--- src/design/sram_ctrl_pkg.sv ---
package sram_ctrl_pkg;

   localparam int ADDR_W = 18;
   localparam int DATA_W = 16;
   localparam int LANES  = 2;

   // timing figures in ns, clock period in ns
   localparam int CLK_PERIOD_NS = 4;
   localparam int T_RC_NS       = 12;
   localparam int T_AA_NS       = 12;
   localparam int T_PWE_NS      = 10;
   localparam int T_SD_NS       = 7;
   localparam int T_HZOE_NS     = 6;
   localparam int T_WC_NS       = 12;

   // least times round up to whole cycles
   localparam int RD_CYC    = (T_AA_NS + CLK_PERIOD_NS - 1) / CLK_PERIOD_NS;
   localparam int WE_CYC    = (T_PWE_NS + CLK_PERIOD_NS - 1) / CLK_PERIOD_NS;
   localparam int TURN_CYC  = (T_HZOE_NS + CLK_PERIOD_NS - 1) / CLK_PERIOD_NS;
   localparam int CNT_W     = 4;

   typedef enum logic [2:0] {
      ST_IDLE,
      ST_RD,
      ST_TURN,
      ST_WR,
      ST_WR_END
   } seq_state_e;

   typedef struct packed {
      logic                write;
      logic [ADDR_W-1:0]   addr;
      logic [DATA_W-1:0]   wdata;
      logic [LANES-1:0]    lane_n;
   } mem_req_s;

   typedef struct packed {
      logic                chip_sel_n;
      logic                write_n;
      logic                out_en_n;
      logic                lower_lane_enable_n;
      logic                upper_lane_enable_n;
      logic [ADDR_W-1:0]   word_address;
   } pin_ctl_s;

endpackage : sram_ctrl_pkg

--- src/design/cycle_timer.sv ---
`timescale 1ns/1ps
module cycle_timer
   import sram_ctrl_pkg::*;
#(
   parameter int W = CNT_W
) (
   input  wire logic         sys_clk_i,
   input  wire logic         rst_b_i,
   input  wire logic         load_i,
   input  wire logic [W-1:0] count_i,
   output logic              done_o
);
   typedef struct packed {
      logic [W-1:0] cnt;
   } tmr_s;

   tmr_s st_r;
   tmr_s st_nxt;

   always_comb begin
      st_nxt = st_r;
      if (load_i) begin
         st_nxt.cnt = count_i;
      end else if (st_r.cnt != '0) begin
         st_nxt.cnt = st_r.cnt - W'(1);
      end
   end

   always_ff @(posedge sys_clk_i or negedge rst_b_i) begin
      if (!rst_b_i) begin
         st_r <= '0;
      end else begin
         st_r <= st_nxt;
      end
   end

   // done is combinational on the count so the sequencer can move the same cycle
   assign done_o = (st_r.cnt == W'(1));
endmodule // cycle_timer

--- src/design/sram_host_ctrl.sv ---
`timescale 1ns/1ps
// Functional notes
// - a write needs chip select and write strobe both low.
// - device drives read data when select and output enable low, strobe high.
// - write ends on rising select or strobe; data timed to that edge.
// - strobe write with output enable low lasts turn-off plus data setup.
// - address must be valid no later than chip select falling.
module sram_host_ctrl
   import sram_ctrl_pkg::*;
#(
   parameter int AW = ADDR_W,
   parameter int DW = DATA_W
) (
   input  wire logic                        sys_clk_i,
   input  wire logic                        rst_b_i,
   input  wire logic                        req_valid_i,
   input  wire sram_ctrl_pkg::mem_req_s     req_i,
   output logic                             req_ready_o,
   output logic                             rd_valid_o,
   output logic [DW-1:0]                    rd_data_o,
   output logic                             wr_done_o,
   output sram_ctrl_pkg::pin_ctl_s          pins_o,
   input  wire logic [DW-1:0]               shared_data_bus_i,
   output logic [DW-1:0]                    shared_data_bus_o,
   output logic [DW-1:0]                    shared_data_bus_oe_o
);
   import sram_ctrl_pkg::*;

   ////////////////////////////////////////////////////////////////////////////
   typedef struct packed {
      seq_state_e        state;
      pin_ctl_s          pins;
      logic [DW-1:0]     dout;
      logic [DW-1:0]     oe;
      logic [DW-1:0]     rdata;
      logic [LANES-1:0]  lanes;
      logic              rd_valid;
      logic              wr_done;
      logic              ready;
   } ctl_s;

   localparam pin_ctl_s PINS_IDLE = '{chip_sel_n: 1'b1, write_n: 1'b1, out_en_n: 1'b1,
                                      lower_lane_enable_n: 1'b1, upper_lane_enable_n: 1'b1,
                                      word_address: '0};

   ctl_s st_r;
   ctl_s st_nxt;

   logic             tmr_load;
   logic [CNT_W-1:0] tmr_count;
   logic             tmr_done;

   cycle_timer #(.W(CNT_W)) u_timer (
      .sys_clk_i (sys_clk_i),
      .rst_b_i   (rst_b_i),
      .load_i    (tmr_load),
      .count_i   (tmr_count),
      .done_o    (tmr_done)
   );

   // per-lane mask expanded onto data bits
   function automatic logic [DW-1:0] lane_mask(input logic [LANES-1:0] lane_n);
      logic [DW-1:0] m;
      m = '0;
      for (int i = 0; i < LANES; i++) begin
         m[i*8 +: 8] = {8{~lane_n[i]}};
      end
      return m;
   endfunction

   ////////////////////////////////////////////////////////////////////////////
   always_comb begin
      st_nxt    = st_r;
      tmr_load  = 1'b0;
      tmr_count = '0;
      st_nxt.rd_valid = 1'b0;
      st_nxt.wr_done  = 1'b0;
      case (st_r.state)
         ST_IDLE: begin
            if (req_valid_i && st_r.ready) begin
               st_nxt.ready = 1'b0;
               st_nxt.lanes = req_i.lane_n;
               // address and select change together, so address is valid at the select edge
               st_nxt.pins.word_address        = req_i.addr[AW-1:0];
               st_nxt.pins.chip_sel_n          = 1'b0;
               st_nxt.pins.lower_lane_enable_n = req_i.lane_n[0];
               st_nxt.pins.upper_lane_enable_n = req_i.lane_n[1];
               tmr_load = 1'b1;
               if (req_i.write) begin
                  // output enable stays high on writes; turn-off need not be waited for
                  st_nxt.pins.write_n  = 1'b0;
                  st_nxt.pins.out_en_n = 1'b1;
                  st_nxt.dout          = req_i.wdata;
                  st_nxt.oe            = lane_mask(req_i.lane_n);
                  tmr_count            = CNT_W'(WE_CYC);
                  st_nxt.state         = ST_WR;
               end else begin
                  st_nxt.pins.write_n  = 1'b1;
                  st_nxt.pins.out_en_n = 1'b0;
                  st_nxt.oe            = '0;
                  tmr_count            = CNT_W'(RD_CYC);
                  st_nxt.state         = ST_RD;
               end
            end
         end
         ST_RD: begin
            if (tmr_done) begin
               st_nxt.rdata    = shared_data_bus_i & lane_mask(st_r.lanes);
               st_nxt.rd_valid = 1'b1;
               st_nxt.pins     = PINS_IDLE;
               tmr_load        = 1'b1;
               tmr_count       = CNT_W'(TURN_CYC);
               st_nxt.state    = ST_TURN;
            end
         end
         ST_TURN: begin
            // device may still drive until its turn-off delay elapses
            if (tmr_done) begin
               st_nxt.ready = 1'b1;
               st_nxt.state = ST_IDLE;
            end
         end
         ST_WR: begin
            if (tmr_done) begin
               // strobe and select rise together, data still held this edge
               st_nxt.pins.write_n    = 1'b1;
               st_nxt.pins.chip_sel_n = 1'b1;
               st_nxt.state           = ST_WR_END;
            end
         end
         ST_WR_END: begin
            // data held one cycle past the ending edge for hold time
            st_nxt.oe      = '0;
            st_nxt.pins    = PINS_IDLE;
            st_nxt.wr_done = 1'b1;
            st_nxt.ready   = 1'b1;
            st_nxt.state   = ST_IDLE;
         end
         default: begin
            st_nxt       = st_r;
            st_nxt.state = ST_IDLE;
         end
      endcase
   end

   always_ff @(posedge sys_clk_i or negedge rst_b_i) begin
      if (!rst_b_i) begin
         st_r       <= '0;
         st_r.state <= ST_IDLE;
         st_r.pins  <= PINS_IDLE;
         st_r.ready <= 1'b1;
      end else begin
         st_r <= st_nxt;
      end
   end

   assign req_ready_o          = st_r.ready;
   assign rd_valid_o           = st_r.rd_valid;
   assign rd_data_o            = st_r.rdata;
   assign wr_done_o            = st_r.wr_done;
   assign pins_o               = st_r.pins;
   assign shared_data_bus_o    = st_r.dout;
   assign shared_data_bus_oe_o = st_r.oe;

   ////////////////////////////////////////////////////////////////////////////
   a_no_bus_fight: assert property (@(posedge sys_clk_i) disable iff (!rst_b_i)
      !st_r.pins.out_en_n |-> st_r.oe == '0)
      else $error("host drives bus while output enable low");
   a_write_needs_cs: assert property (@(posedge sys_clk_i) disable iff (!rst_b_i)
      !st_r.pins.write_n |-> !st_r.pins.chip_sel_n)
      else $error("write strobe low without chip select");
   a_write_width: assert property (@(posedge sys_clk_i) disable iff (!rst_b_i)
      $fell(st_r.pins.write_n) |-> !st_r.pins.write_n [*3])
      else $error("write strobe pulse too short");
   a_data_to_end: assert property (@(posedge sys_clk_i) disable iff (!rst_b_i)
      $rose(st_r.pins.write_n) |-> $stable(st_r.dout) && st_r.oe == lane_mask(st_r.lanes))
      else $error("write data not held at ending edge");
   a_joint_release: assert property (@(posedge sys_clk_i) disable iff (!rst_b_i)
      $rose(st_r.pins.write_n) |-> $rose(st_r.pins.chip_sel_n))
      else $error("strobe and select not released together");
   a_addr_stable: assert property (@(posedge sys_clk_i) disable iff (!rst_b_i)
      !st_r.pins.chip_sel_n && !$rose(st_r.pins.chip_sel_n) && !$fell(st_r.pins.chip_sel_n)
      |-> $stable(st_r.pins.word_address))
      else $error("address changed while selected");
   a_lane_drive: assert property (@(posedge sys_clk_i) disable iff (!rst_b_i)
      !st_r.pins.write_n |-> st_r.oe == lane_mask({st_r.pins.upper_lane_enable_n,
                                                   st_r.pins.lower_lane_enable_n}))
      else $error("driven lanes differ from enabled lanes");
   a_read_shape: assert property (@(posedge sys_clk_i) disable iff (!rst_b_i)
      $fell(st_r.pins.out_en_n) |-> st_r.pins.write_n ##0 !st_r.pins.out_en_n [*3])
      else $error("read cycle too short or strobe low");
   a_turnaround: assert property (@(posedge sys_clk_i) disable iff (!rst_b_i)
      $rose(st_r.pins.out_en_n) |-> (st_r.oe == '0) [*2])
      else $error("bus driven inside turn-off window");
   a_standby: assert property (@(posedge sys_clk_i) disable iff (!rst_b_i)
      st_r.state == ST_IDLE |-> st_r.pins.chip_sel_n)
      else $error("selected while idle");

   c_read:  cover property (@(posedge sys_clk_i) disable iff (!rst_b_i) st_r.rd_valid);
   c_write: cover property (@(posedge sys_clk_i) disable iff (!rst_b_i) st_r.wr_done);
   c_upper: cover property (@(posedge sys_clk_i) disable iff (!rst_b_i)
      st_r.wr_done && st_r.lanes == 2'h1);
endmodule // sram_host_ctrl
--- config.mk ---
export PLATFORM = sky130hd
export DESIGN_NAME = sram_host_ctrl
export DESIGN_NICKNAME = d
export VERILOG_FILES = /design/src/design/sram_ctrl_pkg.sv /design/src/design/cycle_timer.sv /design/src/design/sram_host_ctrl.sv
export SDC_FILE = /design/constraint.sdc
export NUM_CORES = 1
export LEC_CHECK = 0
export BUFFER_PORTS_ARGS = -buffer_cell sky130_fd_sc_hd__buf_4
export CAP_MARGIN = 40
export CORE_MARGIN = 2
export CORE_UTILIZATION = 39
export CTS_CLUSTER_SIZE = 12
export DETAILED_ROUTE_END_ITERATION = 8
export PLACE_DENSITY = 0.65
export SLEW_MARGIN = 30
export SYNTH_ARGS = -nofsm -noshare
export SYNTH_HDL_FRONTEND = slang
export SYNTH_SLANG_ARGS = --single-unit
--- constraint.sdc ---
create_clock -name sys_clk_i -period 2.67 [get_ports sys_clk_i]
set_input_delay 0.1335 -clock sys_clk_i [delete_from_list [all_inputs] [get_ports sys_clk_i]]
set_output_delay 0.1335 -clock sys_clk_i [all_outputs]
set_load 0.01 [all_outputs]
After elaboration in Yosys (flattened, before gate mapping)
Cells that the tools add are included.

storage, ports and cells
  output and inout bits = 74
  register bits after elaboration = 83
  logic and storage cells = 75
  input bits = 56

cells by class
  equality and inequality tests = 9
  reductions and logical operators = 20
  bitwise operators = 5
  mux-type cells = 25
  $add $sub $neg = 1

operators by type and width
  operator                                        count
  one-hot mux 21 bit (3 select lines)             1
  two-way mux 58 bit                              1
  two-way mux 16 bit                              2
  one-hot mux 16 bit (2 select lines)             1
  two-way mux 26 bit                              1
  bitwise AND 16 bit                              1
  one-hot mux 3 bit (4 select lines)              1
  AND reduction 3 bit                             3
  two-way mux 2 bit                               4
  two-way mux 4 bit                               2
  inequality test 2 bit (second input constant)   4
  one-hot mux 2 bit (4 select lines)              1
  AND reduction 4 bit                             2
  nonzero test 2 bit                              4
  nonzero test 4 bit                              2
  OR reduction 4 bit                              2
  == test 3 x 2 -> 1 bit (second input constant)  2
  one-hot mux 1 bit (2 select lines)              3
  AND reduction 2 bit                             3
  nonzero test 3 bit                              2
  two-way mux 5 bit                               1
  == test 4 x 1 -> 1 bit (second input constant)  1
  two-way mux 1 bit                               4
  NOT 1 bit                                       4
  other kinds (8)                                 8

Depth between registers and ports, before layout
  depth in word-level cells = 4
  mapped depth = 6
  mapped depth without buffers = 5

Cells and area by module
A second synthesis with hierarchy kept.

second synthesis, totals
  cell total of the unflattened synthesis = 295
  area total of the unflattened synthesis = 3,423.3 µm²

by module, submodules not included
  module          area each (µm²)  cells each  instances  seq. area each (µm²)
  sram_host_ctrl  3,158.0          271         1          1,634.1
  cycle_timer     265.3            24          1          100.1

Worst setup path after synthesis
No wires, ideal clock.

  path kind = reg2reg
  from = register u_timer.st_r[1] in the netlist's numbering
  to = register st_r (netlist bit pins_o[19])
  arrival = 1.884 ns
  stages on the path, launching flop included = 7
  setup time = 0.082 ns
  path buffers = 1
  clock period less this slack = 1.966 ns
  required time = 2.588 ns
  setup slack = 0.704 ns
  cell sequence = dfrtp_1 > inv_1 > ha_1 > or4b_4 > a221oi_4 > buf_6 > mux2_4

between the ends
  longest elaborated chain between the ends = 3

RTL lines
  item                             line                   text
  start: declaration               cycle_timer.sv:17      tmr_s st_r;
  start signal: assignment         cycle_timer.sv:33      st_r <= st_nxt;
  == test 4 x 1 -> 1 bit           cycle_timer.sv:38      assign done_o = (st_r.cnt == W'(1));
  inequality test 2 bit (no line)  -
  AND reduction 3 bit (no line)    -
  end signal: assignment           sram_host_ctrl.sv:153  st_r <= st_nxt;
  end: declaration                 sram_host_ctrl.sv:46   ctl_s st_r;

Every way passes these cells.
A chain may end at the register's enable or synchronous reset.

Final worst setup path
  from = register u_timer.st_r[1] in the netlist's numbering
  to = register st_r (netlist bit pins_o[5])

The elaborated chain is that of the path after synthesis.

==> impl_metrics.tcl <==
set metrics [dict create \
    netlist_instances 324 \
    leakagePower_uw 0.00216 \
    syn2layout_area_growth_pct 23.7 \
    synth-edff-count 0 \
    met2_length_mm 3.52 \
    path_clk_slew_ns 0.09 \
    worstPathRequired_ns 2.93 \
    maxCapViolations 0 \
    seqCellArea_um2 1730 \
    globalRouteTotalUtil 0.158 \
    drc 0 \
    status "finished clean" \
    rsz0062_at_grt "no" \
    worst_path_dominant_cell_family "simple AND/OR/NAND/NOR gates" \
    synth.avg_cell_area_um2 11.3 \
    worstPathMaxFanout 16 \
    hold_path.class "primary input to flip-flop" \
    max_stage_delay_ns 0.49 \
    clockBufferDepth 2 \
    async_flop_share 1.00 \
    htree_num_levels 3 \
    fillCellCount 843 \
    syn_nets 382 \
    maxSlewHeadroom 0.599 \
    grt_overflow 0 \
    max_slew.worst_pin.slew_ns 0.601 \
    end_kind "flip-flop" \
    syn_area_um2 3670 \
    ys_ff_latch 69 \
    dieWidth_um 101 \
    cp-start-kind "flip-flop" \
    slew_violations 0 \
    synthMostInstantiatedCell "buf_4" \
    cts_tree "yes" \
    critPathLaunch "u_timer.st_r[1]" \
    top_layer "met4" \
    power_density_nw_per_um2 1190 \
    hpwl_mm 5.43 \
    cts_buffers 9 \
    ir_drop_mv 0.452 \
    met3WireLength_um 662 \
    setup_tns_ns 0 \
    min_from "req_i[15]" \
    start_util 0.399 \
    synth.largest_area_cell "dfrtp_1" \
    core_um2 9200 \
    gp_congestion 0.733 \
    cts.sinks 69 \
    pre_cts_slack_ns 0.376 \
    skew_ns 0.0140 \
    wl_met1_mm 3.38 \
    grt_pass1_wl_mm 12.5 \
    netlist_top_cells_area "dfrtp_1 43%, buf_4 15%, mux2_2 11%" \
    wl_per_cell_um 15.1 \
    yosysSeqAreaShare 0.473 \
    n_antenna_cell 0 \
    path_class "flip-flop to flip-flop" \
    ioPinCount 130 \
    cts_resized 0 \
    rows 35 \
    nets 449 \
    fmax_ghz 0.434 \
    die_area_um2 10200 \
    fin_util 0.494 \
    netlist_top_cells_count "71 x buf_4, 63 x dfrtp_1, 36 x mux2_2" \
    crit_path_cell_trace "inv_1 > ha_1 > or4b_4 > a221oi_4 > buf_4 > mux2i_1" \
    totalWireLength_mm 7.63 \
    synth.top_cell.area_share 0.430 \
    drt_iter0_drc 70 \
    multi_input_area_um2 1240 \
    clk_latency_ns 0.34 \
    root_buffer "clkbuf_8" \
    synth_flop_cell "dfrtp_1" \
    layout-drive-gt1-share 0.510 \
    yosysWarnings 0 \
    r2r-start "u_timer.st_r[1]" \
    synth_cell_type_count 34 \
    hold_viol_final 0 \
    io_buffers 129 \
    finalCritPeriodShare 0.864 \
    setup_violations 0 \
    fin_crit_ns 2.31 \
    grt_antenna_before_repair 0 \
    arrival_ns 2.57 \
    cp_num_buf_inv 2 \
    fp.dieH_um 101 \
    grt_max_degree 45 \
    setup_slack_ns 0.364 \
    num_vias 2432 \
    antenna_left 0 \
    first_global_vias 2555 \
    viasPerCell 4.80 \
    drt_first_pass_iters 4 \
    crit_path_top_delay_cell "or4b_4" \
]
## worst paths after layout
kind | cells after the start | slack (ns) | to
min | 2 | 0.02 | shared_data_bus_o[13]
min reg2reg | 1 | 0.51 | shared_data_bus_o[4]
min in group asynchronous | 2 | 0.35 | shared_data_bus_o[13]
max | 6 | 0.36 | pins_o[5]
max reg2reg | 6 | 0.36 | pins_o[5]
max in group asynchronous | 3 | 1.67 | pins_o[19]
## final cells by class
cell class,instances,area share
clock buffer,9,0.0273
clock inverter,7,0.0267
inverter,23,0.0190
multi-input combinational,145,0.272
sequential,69,0.382
tap,111,0.0306
timing repair buffer,143,0.242
## metal layers
metal	up-vias	global-route usage
met5	-	0
met4	0	0.0561
met3	5	0.0479
met2	109	0.262
met1	1159	0.197
li1	1159	-
## cell families after synthesis
| group | synth area share |
|---|---|
| AND/OR/NAND/NOR | 0.0733 |
| XOR/XNOR | 0.00478 |
| multiplexers | 0.171 |
| adder cells (fa/ha/maj) | 0.00682 |
| AO/OA/AOI/OAI | 0.0795 |
| flip-flops | 0.473 |
| buffers and inverters | 0.192 |
## registers in the layout, summed over array words and instances (netlist names)
signal and count:
shared_data_bus_o 16, rd_valid_o 1, pins_o 23, shared_data_bus_oe_o 2
u_timer.st_r 4, st_r 5, req_ready_o 1, rd_data_o 16
wr_done_o 1
## what timing repair did
action / in CTS / in global routing
setup buffers: 0 / 0
endpoints found under the hold margin: 42 / 1
hold buffers: 4 / 1
## per-stage QoR
stage | cells | hold slack [ns] | power [uW] | instance area (um2)
after floorplan | 324 | -0.162 | 3900 | 3670
after global routing | 507 | 0.00195 | 5790 | 4540
after CTS | 506 | 0.00163 | 5480 | 4530
final | 507 | 0.0215 | 5390 | 4540
after global placement | 484 | 0.321 | 4310 | 4220
after detailed placement | 486 | 0.185 | 4390 | 4240
## where the power goes
| part | switching [uW] | leakage (uW) | total, uW | internal [uW] |
|---|---|---|---|---|
| clock network | 426 | 0.000124 | 1050 | 627 |
| registers | 365 | 0.000864 | 1930 | 1560 |
| logic | 1100 | 0.00117 | 2410 | 1310 |
## layout by cell type (no fill, tap or decap), types with 2 or more instances in the layout
master and instances:
nor2_1 4, dfrtp_1 63, nand3_1 3, nor2b_1 17, nand2_1 5, ha_1 2
o21ai_0 5, inv_1 23, inv_6 2, nand2b_1 3, o211ai_1 21, mux2_4 2
mux2i_1 19, a211oi_1 2, nor3b_1 2, nor3_1 4, bufinv_16 3, and3_1 4
mux2_2 36, clkbuf_8 9, dlygate4sd3_1 5, dfstp_2 6, buf_4 137, o2bb2ai_1 3
a21oi_1 2
(Power assumes the default switching activity.)
